[src/verilog/eil_pkg.sv]
/*
 * Constants for the external interrupt latch: register map, bit positions,
 * reset values and vector address.
 * Assumes a 32-bit APB register bus with word-aligned registers.
 */
package eil_pkg;

   // ==========================================================
   // Register map
   localparam logic [11:0] EIL_ADDR_STATUS_CONTROL = 12'h000;
   localparam logic [11:0] EIL_ADDR_BREAK_CONTROL = 12'h004;
   localparam logic [11:0] EIL_ADDR_PIN_LEVEL = 12'h008;
   localparam logic [11:0] EIL_ADDR_VECTOR = 12'h00c;

   // ==========================================================
   // Status/control, break control and pin level bit positions
   localparam int EIL_BIT_MODE = 0;
   localparam int EIL_BIT_MASK = 1;
   localparam int EIL_BIT_ACK = 2;
   localparam int EIL_BIT_PENDING = 3;
   localparam int EIL_BIT_BREAK_CLEAR_ENABLE = 0;
   localparam int EIL_BIT_PIN_HIGH = 0;
   localparam int EIL_BIT_PIN_LOW = 1;

   // ==========================================================
   // Reset values and vector
   localparam logic EIL_MODE_RESET = 1'b0;
   localparam logic EIL_MASK_RESET = 1'b0;
   localparam logic EIL_BREAK_CLEAR_ENABLE_RESET = 1'b0;
   localparam logic [15:0] EIL_VECTOR_HI_ADDR = 16'hfffa;
   localparam logic [15:0] EIL_VECTOR_LO_ADDR = 16'hfffb;

   typedef enum logic {EIL_EDGE_ONLY, EIL_EDGE_AND_LEVEL} eil_mode_t;

endpackage : eil_pkg

[src/verilog/eil_external_interrupt_latch.sv]
/*
 * External interrupt latch: one active-low pin sets a latch that requests
 * a CPU interrupt, with edge or edge-and-level sensitivity, a local mask,
 * a pending flag, software and vector-fetch acknowledge, break protection.
 * Assumes an APB master on clk, a CPU that pulses vector_fetch when it
 * fetches this vector and reports its global interrupt mask and break state.
 */
// Behaviour
// - A falling edge on the active-low pin sets the latch.
// - Fetching this interrupt's vector acknowledges and clears the latch.
// - Writing one to the acknowledge bit clears the latch.
// - Reset clears latch and sensitivity bit even with pin low.
// - Sensitivity bit one adds low level; zero is edge only, the reset default.
// - In edge-only mode an acknowledge clears the latch at once.
// - In level mode request ends after acknowledge and pin high, either order.
// - In level mode the request stays pending while the pin is low.
// - The request is forwarded only while the local mask is clear.
// - Mask bit is read/write, one disables, reset clears it.
// - Pending flag reads one while pending, independent of mask.
// - Acknowledge bit is write-only, reads zero, reset clears it.
// - A falling edge after an acknowledge sets the latch again.
// - The taken request vectors through the two fixed vector addresses.
// - With break clear enabled, acknowledges in break clear and stay cleared.
// - With break clear disabled, software acknowledges in break change nothing; a vector fetch still clears the latch.
// - The CPU global interrupt mask also blocks the request.
// - The pin level is visible for branch-if-high and branch-if-low.
`timescale 1ns/1ps
module eil_external_interrupt_latch
   import eil_pkg::*;
(
   // Clock and reset
   input wire logic clk,
   input wire logic rst_b,
   // APB slave
   input wire logic psel,
   input wire logic penable,
   input wire logic pwrite,
   input wire logic [11:0] paddr,
   input wire logic [31:0] pwdata,
   output logic [31:0] prdata,
   output logic pready,
   output logic pslverr,
   // External pin, active low
   input wire logic int_pin_b,
   // CPU side
   input wire logic vector_fetch,
   input wire logic cpu_global_mask,
   input wire logic break_state,
   output logic irq_request,
   output logic [15:0] vector_hi_addr,
   output logic [15:0] vector_lo_addr,
   output logic branch_if_pin_high,
   output logic branch_if_pin_low
);
   import eil_pkg::*;

   // ==========================================================
   // Reset release and pin synchroniser
   logic [1:0] rst_sync;
   logic rst_n;
   logic pin_meta;
   logic pin_sync;
   logic pin_prev;
   logic [2:0] pin_valid;

   always_ff @(posedge clk or negedge rst_b)
   begin
      if (!rst_b)
         rst_sync <= 2'h0;
      else
         rst_sync <= {rst_sync[0], 1'b1};
   end
   assign rst_n = rst_sync[1];

   // Stages start at the pulled-up idle level of the pin
   always_ff @(posedge clk or negedge rst_n)
   begin
      if (!rst_n)
      begin
         pin_meta <= 1'b1;
         pin_sync <= 1'b1;
         pin_prev <= 1'b1;
      end
      else
      begin
         pin_meta <= int_pin_b;
         pin_sync <= pin_meta;
         pin_prev <= pin_sync;
      end
   end

   // Edges count only once real samples fill the chain, so a pin held
   // low through reset is no new event; an edge in the first cycles is lost
   always_ff @(posedge clk or negedge rst_n)
   begin
      if (!rst_n)
         pin_valid <= 3'h0;
      else
         pin_valid <= {pin_valid[1:0], 1'b1};
   end

   // ==========================================================
   // Register bus decode
   logic wr_en;
   logic rd_en;
   logic mode;
   logic mask;
   logic break_clear_enable;
   logic latch;
   logic fall_edge;
   logic sw_ack;
   logic ack_allowed;
   logic any_ack;
   logic pending;

   function automatic logic hit(input logic [11:0] a, input logic [11:0] reg_addr);
      hit = (a == reg_addr);
   endfunction : hit

   assign wr_en = psel && penable && pwrite;
   assign rd_en = psel && penable && !pwrite;
   assign pready = 1'b1;
   assign pslverr = psel && penable &&
      !(hit(paddr, EIL_ADDR_STATUS_CONTROL) || hit(paddr, EIL_ADDR_BREAK_CONTROL) ||
        hit(paddr, EIL_ADDR_PIN_LEVEL) || hit(paddr, EIL_ADDR_VECTOR));

   // ==========================================================
   // Control bits
   always_ff @(posedge clk or negedge rst_n)
   begin
      if (!rst_n)
      begin
         mode <= EIL_MODE_RESET;
         mask <= EIL_MASK_RESET;
         break_clear_enable <= EIL_BREAK_CLEAR_ENABLE_RESET;
      end
      else if (wr_en && hit(paddr, EIL_ADDR_STATUS_CONTROL))
      begin
         mode <= pwdata[EIL_BIT_MODE];
         mask <= pwdata[EIL_BIT_MASK];
      end
      else if (wr_en && hit(paddr, EIL_ADDR_BREAK_CONTROL))
         break_clear_enable <= pwdata[EIL_BIT_BREAK_CLEAR_ENABLE];
   end

   // ==========================================================
   // Interrupt latch
   assign fall_edge = pin_valid[2] && pin_prev && !pin_sync;
   assign sw_ack = wr_en && hit(paddr, EIL_ADDR_STATUS_CONTROL) && pwdata[EIL_BIT_ACK];
   // Break protects the flag from software acknowledge unless software opted in
   assign ack_allowed = !break_state || break_clear_enable;
   assign any_ack = vector_fetch || (sw_ack && ack_allowed);

   // A new edge wins over a same-cycle acknowledge so no event is lost
   always_ff @(posedge clk or negedge rst_n)
   begin
      if (!rst_n)
         latch <= 1'b0;
      else if (fall_edge)
         latch <= 1'b1;
      else if (any_ack)
         latch <= 1'b0;
   end

   // Level mode: a low pin keeps the request alive after acknowledge
   assign pending = latch || (mode == EIL_EDGE_AND_LEVEL && !pin_sync);

   always_ff @(posedge clk or negedge rst_n)
   begin
      if (!rst_n)
         irq_request <= 1'b0;
      else
         irq_request <= pending && !mask && !cpu_global_mask;
   end

   // ==========================================================
   // Read data and CPU-visible outputs
   always_ff @(posedge clk or negedge rst_n)
   begin
      if (!rst_n)
         prdata <= 32'h0;
      else if (psel && !penable && !pwrite)
      begin
         prdata <= 32'h0;
         unique case (1'b1)
            hit(paddr, EIL_ADDR_STATUS_CONTROL):
            begin
               prdata[EIL_BIT_MODE] <= mode;
               prdata[EIL_BIT_MASK] <= mask;
               prdata[EIL_BIT_PENDING] <= pending;
            end
            hit(paddr, EIL_ADDR_BREAK_CONTROL):
               prdata[EIL_BIT_BREAK_CLEAR_ENABLE] <= break_clear_enable;
            hit(paddr, EIL_ADDR_PIN_LEVEL):
            begin
               prdata[EIL_BIT_PIN_HIGH] <= pin_sync;
               prdata[EIL_BIT_PIN_LOW] <= !pin_sync;
            end
            hit(paddr, EIL_ADDR_VECTOR):
               prdata <= {EIL_VECTOR_HI_ADDR, EIL_VECTOR_LO_ADDR};
            default:
               prdata <= 32'h0;
         endcase
      end
   end

   always_ff @(posedge clk or negedge rst_n)
   begin
      if (!rst_n)
      begin
         branch_if_pin_high <= 1'b1;
         branch_if_pin_low <= 1'b0;
      end
      else
      begin
         branch_if_pin_high <= pin_sync;
         branch_if_pin_low <= !pin_sync;
      end
   end

   assign vector_hi_addr = EIL_VECTOR_HI_ADDR;
   assign vector_lo_addr = EIL_VECTOR_LO_ADDR;
endmodule : eil_external_interrupt_latch

[config.mk]
export PLATFORM = sky130hd
export DESIGN_NAME = eil_external_interrupt_latch
export DESIGN_NICKNAME = d
export VERILOG_FILES = /design/src/verilog/eil_pkg.sv /design/src/verilog/eil_external_interrupt_latch.sv
export SDC_FILE = /design/constraint.sdc
export NUM_CORES = 1
export LEC_CHECK = 0
export ABC_AREA = 1
export BUFFER_PORTS_ARGS = -buffer_cell sky130_fd_sc_hd__buf_2
export CAP_MARGIN = 20
export CORE_MARGIN = 3
export CORE_UTILIZATION = 37
export CTS_CLUSTER_DIAMETER = 150
export CTS_CLUSTER_SIZE = 25
export DETAILED_ROUTE_END_ITERATION = 16
export GPL_ROUTABILITY_DRIVEN = 0
export PLACE_DENSITY_LB_ADDON = 0.15
export SETUP_SLACK_MARGIN = 0.05
export SLEW_MARGIN = 15
export SYNTH_ARGS = -nofsm -noshare
export SYNTH_HDL_FRONTEND = slang
export SYNTH_SLANG_ARGS = --single-unit
[constraint.sdc]
create_clock -name clk -period 1.8 [get_ports clk]
set_input_delay 0.54 -clock clk [delete_from_list [all_inputs] [get_ports clk]]
set_output_delay 0.54 -clock clk [all_outputs]
set_load 0.005 [all_outputs]
==> impl_metrics.env, run 1 <==
export IMPL_reg2reg_slack_ns=0.64
export IMPL_yosysTopAreaCellShare_pct=35.3
export IMPL_grt_max_degree=17
export IMPL_die_w_um=65.2
export IMPL_fin_total_pwr_mw=0.796
export IMPL_die_y_um=65.2
export IMPL_netlist_instances=151
export IMPL_reg2regPathDepth=5
export IMPL_power_density_mw_per_mm2=505
export IMPL_end_kind="output pin"
export IMPL_cts_tree="yes"
export IMPL_tns_ns=0
export IMPL_clk_latency_ns=0.29
export IMPL_slew_headroom_pct=56.4
export IMPL_worst_path_largest_cell_delay_ns=0.15
export IMPL_worstMarginPinSlew_ns=0.654
export IMPL_viasPerCell=3.85
export IMPL_setup_viol=0
export IMPL_htreeDepth=1
export IMPL_async_flop_share_pct=100
export IMPL_grt_antenna_before_repair=0
export IMPL_grt_first_pass_wirelength_mm=3.66
export IMPL_timing_rr_end="prdata[3]"
export IMPL_ys_types=23
export IMPL_critical_path_class="in2out"
export IMPL_synth_edf_count=0
export IMPL_timing_critical_path_cells="buf_6, nor2_4, nand2_4, nor2_8, nand2_2, and3_4, buf_6"
export IMPL_root_buffer="clkbuf_4"
export IMPL_n_antenna_cell=0
export IMPL_dr_total_vias=946
export IMPL_cts_buffers=3
export IMPL_critical_path_arrival_ns=1.26
export IMPL_ir_worst_vdd_mv=0.376
export IMPL_fin_nets=256
export IMPL_ctsLongestPathBuffers=2
export IMPL_r2r_start="pin_sync"
export IMPL_grt_pass1_vias=830
export IMPL_ant_nets=0
export IMPL_rsz0062_at_grt="true"
export IMPL_grt_total_usage_pct=11.0
export IMPL_drcViolationCount=0
export IMPL_fin_util_pct=49.2
export IMPL_io_buffers=56
export IMPL_dieArea_mm2=0.00425
export IMPL_grt_ovfl_total=0
export IMPL_clkSinkCount=18
export IMPL_yosys_warnings=0
export IMPL_most_common_layout_cells="buf_2 (48), conb_1 (38), nand2_1 (21)"
export IMPL_wl_mm=2.53
export IMPL_cpMostUsedCell="buf_6"
export IMPL_final_layout_size_suffix_gt1_share_pct=48.5
export IMPL_synth_area_mm2=0.00130
export IMPL_worstPathMaxFanout=2
export IMPL_hold_worst_slack_ns=0.265
export IMPL_worst_clock_skew_ns=0.00913
export IMPL_fillers=325
export IMPL_cp_slowest_cell="and3_4"
export IMPL_synthFlopType="dfrtp_1"
export IMPL_drt_pass1_iter_count=4
export IMPL_startpoint_type="input port"
export IMPL_clkTransAtPathRegs_ns=0.11
export IMPL_wl_per_cell_um=10.3
export IMPL_hold_violations=0
export IMPL_synth_seq_cells=18
export IMPL_start_util_pct=40.5
export IMPL_min_path_type="reg2async"
export IMPL_min_period_ns=1.80
export IMPL_maxCapViolCount=0
export IMPL_layout_commonest_cell="buf_2"
export IMPL_io_pins=122
export IMPL_leakage_nw=0.979
export IMPL_yosysTopAreaCell="buf_4"
export IMPL_ys_top_cells_by_area="buf_4 (35%), dfrtp_1 (29%), nand2_1 (6.4%)"
export IMPL_ys_seq_area_share_pct=35.0
export IMPL_max_clock_freq_ghz=0.556
export IMPL_core_area_mm2=0.00320
export IMPL_drt_first_iter_violations=29
export IMPL_syn_to_final_growth_pct=21.5
export IMPL_rows=20
export IMPL_period_share_pct=99.9
export IMPL_hpwl_mm=1.89
export IMPL_crit_required_ns=1.26
export IMPL_slew_violations=0
export IMPL_outcome="complete, no violations"
export IMPL_synth_avg_cell_area_um2=8.58
## worst max path at each step
stage | startpoint | endpoint
6_report | paddr[11] | pslverr
5_1_grt | paddr[11] | pslverr
4_1_cts | paddr[4] | pslverr
3_5_place_dp | paddr[11] | pslverr
3_3_place_gp | paddr[11] | pslverr
2_1_floorplan | paddr[11] | pslverr
## sequential cells by signal (all words and copies together), names as in the netlist
signal,flops
mask,1
branch_if_pin_high,1
pin_valid,3
prdata,4
pin_sync,1
latch,1
break_clear_enable,1
rst_sync,2
mode,1
pin_meta,1
irq_request,1
branch_if_pin_low,1
## cell families after synthesis
logic type | Yosys count | share of synthesized area, %
buffers and inverters | 71 | 38.2
AOI/OAI and AO/OA | 7 | 3.19
other | 2 | 0.579
DFF | 18 | 35.0
and+or+nand+nor | 53 | 23.0
## worst max-delay path, delay by kind of cell
family / cells / cell delay (ns)
AND/OR/NAND/NOR: 5 / 0.51
buffers and inverters: 2 / 0.21
## Yosys cell counts, types with 2 or more instances
cell type,n
buf_4,61
nand2_1,22
dfrtp_1,15
inv_1,8
nand3_1,7
nor2_1,7
o21ai_1,4
dfstp_2,3
nand2_2,3
nor3_1,3
conb_1,2
inv_2,2
nor2_2,2
nor2_4,2
nor2_8,2
## cell type report
| type | count | area, um2 | share of cell area (%) |
|---|---|---|---|
| Inverter | 10 | 37.5 | 2.38 |
| Clock buffer | 4 | 36.3 | 2.30 |
| Tap cell | 44 | 55.1 | 3.49 |
| Timing Repair Buffer | 72 | 457 | 29.0 |
| Multi-Input combinational cell | 98 | 536 | 34.0 |
| Sequential cell | 18 | 454 | 28.8 |
## what timing repair did
| item | CTS | global route |
|---|---|---|
| buffers inserted | 9 | 0 |
| endpoints found under the setup margin | 1 | 2 |
| pin swaps | 7 | 7 |
| gates resized for setup | 12 | 11 |
| hold buffers | 0 | 1 |
| hold endpoints to repair | 0 | 2 |
## per-stage QoR
step / setup WS, ns / cells / cell area, um2
floorplan: 0.139 / 187 / 1430
global placement: -0.0308 / 233 / 1360
detailed placement: -0.0467 / 233 / 1360
CTS: 0.0164 / 246 / 1520
global route: -0.0197 / 246 / 1580
finish: 0.00101 / 246 / 1580
## power breakdown
| part | leakage (nW) | internal, mW | total [mW] | switching [mW] |
|---|---|---|---|---|
| Clock | 0.0210 | 0.123 | 0.248 | 0.125 |
| Combinational | 0.732 | 0.0515 | 0.116 | 0.0649 |
| Sequential | 0.226 | 0.420 | 0.432 | 0.0118 |
## metal layers
layer	up-vias	track usage, %	wire, um
met5	-	0	0
met4	0	0.777	0
met3	0	3.76	301
met2	60	21.9	1350
met1	415	11.4	870
li1	471	-	-
Note: power is estimated with default switching activity, not from simulation.
==> run 2, diff against run 1 <==
--- a/config.mk
+++ b/config.mk
@@ -8,8 +8,10 @@
 export ABC_AREA = 1
 export BUFFER_PORTS_ARGS = -buffer_cell sky130_fd_sc_hd__buf_2
 export CAP_MARGIN = 20
+export CELL_PAD_IN_SITES_DETAIL_PLACEMENT = 0
+export CELL_PAD_IN_SITES_GLOBAL_PLACEMENT = 1
 export CORE_MARGIN = 3
-export CORE_UTILIZATION = 37
+export CORE_UTILIZATION = 24
 export CTS_CLUSTER_DIAMETER = 150
 export CTS_CLUSTER_SIZE = 25
 export DETAILED_ROUTE_END_ITERATION = 16
==> run 2 against run 1 <==
Against the previous run:
- maximum frequency is 0.48% higher
- wire length is 3.7% higher
- count of clock-buffer cells in the layout stayed put
- critical endpoint unchanged
- cell count is 8.9% higher
- non-clock buffer count is 4 lower
==> impl_metrics.env, run 2 (synthesis results as in run 1) <==
export IMPL_fin_total_pwr_mw=0.871
export IMPL_fillers=567
export IMPL_critical_path_arrival_ns=1.25
export IMPL_clk_latency_ns=0.25
export IMPL_rows=26
export IMPL_most_common_layout_cells="buf_2 (50), conb_1 (38), nand2_1 (21)"
export IMPL_outcome="complete, no violations"
export IMPL_wl_mm=2.62
export IMPL_cts_tree="yes"
export IMPL_power_frac_clock_pct=37.6
export IMPL_drt_first_iter_violations=19
export IMPL_cts_buffers=3
export IMPL_startpoint_type="input port"
export IMPL_dr_total_vias=944
export IMPL_switchingPower_mw=0.210
export IMPL_worst_clock_skew_ns=0.00259
export IMPL_ctsHoldBuffers=0
export IMPL_ff_latch_area_um2=455
export IMPL_grt_ovfl_total=0
export IMPL_drt_pass1_iter_count=2
export IMPL_timing_rr_end="prdata[3]"
export IMPL_stdcell_area_mm2=0.00157
export IMPL_grt_total_usage_pct=7.99
export IMPL_cp_slowest_cell="and3_4"
export IMPL_clkSinkCount=18
export IMPL_reg_top3="prdata: 4 flops, pin_valid: 3 flops, rst_sync: 2 flops"
export IMPL_worst_path_largest_cell_delay_ns=0.15
export IMPL_critical_path_buf_inv_count=2
export IMPL_grt_antenna_before_repair=0
export IMPL_die_y_um=79.5
export IMPL_min_period_ns=1.79
export IMPL_htreeDepth=1
export IMPL_hold_violations=0
export IMPL_drcViolationCount=0
export IMPL_sw_frac_of_total_pct=24.1
export IMPL_reg2reg_slack_ns=0.57
export IMPL_timing_critical_path_cells="buf_6, nor2_4, nand2_4, nor2_8, nand2_2, and3_4, buf_6"
export IMPL_slew_violations=0
export IMPL_r2r_start="pin_sync"
export IMPL_grt_first_pass_wirelength_mm=3.98
export IMPL_dieArea_mm2=0.00632
export IMPL_multi_input_area_um2=524
export IMPL_layout_commonest_cell="buf_2"
export IMPL_core_area_mm2=0.00517
export IMPL_worstPathMaxFanout=2
export IMPL_n_antenna_cell=0
export IMPL_wl_per_cell_um=9.77
export IMPL_regMostFlops="prdata"
export IMPL_crit_required_ns=1.26
export IMPL_clkTransAtPathRegs_ns=0.07
export IMPL_ant_nets=0
export IMPL_largest_register_ffs=4
export IMPL_io_buffers=56
export IMPL_die_w_um=79.5
export IMPL_leakage_nw=0.958
export IMPL_root_buffer="clkbuf_8"
export IMPL_ctsLongestPathBuffers=2
export IMPL_grt_max_degree=28
export IMPL_ir_worst_vdd_mv=0.538
export IMPL_final_layout_size_suffix_gt1_share_pct=47.5
export IMPL_min_path_type="in2async"
export IMPL_power_internal_mw=0.662
export IMPL_reg2regPathDepth=5
export IMPL_p_seq_share_pct=49.6
export IMPL_critical_path_class="in2out"
export IMPL_maxCapViolCount=0
export IMPL_viasPerCell=3.52
export IMPL_max_clock_freq_ghz=0.559
export IMPL_fin_nets=252
export IMPL_rsz0062_at_grt="true"
export IMPL_syn_to_final_growth_pct=20.9
export IMPL_grt_pass1_vias=882
export IMPL_slew_headroom_pct=55.4
export IMPL_end_kind="output pin"
export IMPL_period_share_pct=99.5
export IMPL_cpMostUsedCell="buf_6"
export IMPL_setup_viol=0
export IMPL_crit_family="simple AND/OR/NAND/NOR gates"
export IMPL_power_density_mw_per_mm2=556
export IMPL_placed_area_mm2=0.00138
export IMPL_hpwl_mm=2.09
export IMPL_p_comb_share_pct=12.8
export IMPL_start_util_pct=25.1
export IMPL_worstMarginPinSlew_ns=0.669
export IMPL_io_pins=122
## run 2: cell types whose count changed in the layout (fill, tap and decap cells not counted), sizes merged
cell / before / now
buf: 71 / 68
dlygate4sd3: 1 / 0
## run 2: timing repair
| action | CTS | global route |
|---|---|---|
| pin swaps | 7 | 1 |
| endpoints found under the setup margin | 16 | 2 |
| buffers inserted | 7 | 0 |
| resized for setup | 15 | 2 |
## run 2: per-layer routing
metal / vias to the layer above / routed length [um] / share of wire (%) / track usage [%]
met5: - / 0 / 0 / 0
met4: 0 / 0 / 0 / 1.03
met3: 0 / 291 / 11 / 3.27
met2: 55 / 1430 / 55 / 14.9
met1: 428 / 898 / 34 / 8.59
li1: 461 / - / - / -
## run 2: stage by stage
step	hold WS (ns)	std cells	util (%)	TNS, ns	setup WS (ns)
after floorplan	0.197	187	-	0	0.139
after global placement	0.285	257	26.7	-0.0477	-0.0477
after detailed placement	0.303	257	26.7	-0.0698	-0.0698
after CTS	0.0507	268	30.1	0	0.00374
after global routing	0.0393	268	30.3	-0.0221	-0.0221
final	0.0594	268	30.3	0	0.00967
## run 2: worst max-delay path by stage
stage	startpoint	endpoint	slack, ns	depth (start not counted)
2_1_floorplan	paddr[11]	pslverr	0.14	5
5_1_grt	paddr[4]	pslverr	-0.02	7
3_3_place_gp	paddr[11]	pslverr	-0.05	7
4_1_cts	paddr[4]	pslverr	0.004	7
3_5_place_dp	paddr[5]	pslverr	-0.07	7
6_report	paddr[4]	pslverr	0.01	7
## run 2: layout make-up
type	instances	area share (%)
repair buffers	68	26.0
inverters	10	2.39
well taps	70	5.59
clock buffers	4	3.51
multi-input cells	98	33.4
flip-flops and latches	18	29.1
## run 2: power groups by stage
stage               Sequential [mW]  Clock [mW]  Combinational [mW]
floorplan                     0.437           0               0.101
global placement              0.440           0              0.0876
detailed placement            0.441           0              0.0884
CTS                           0.433       0.349               0.106
global route                  0.435       0.366               0.126
finish                        0.433       0.328               0.111
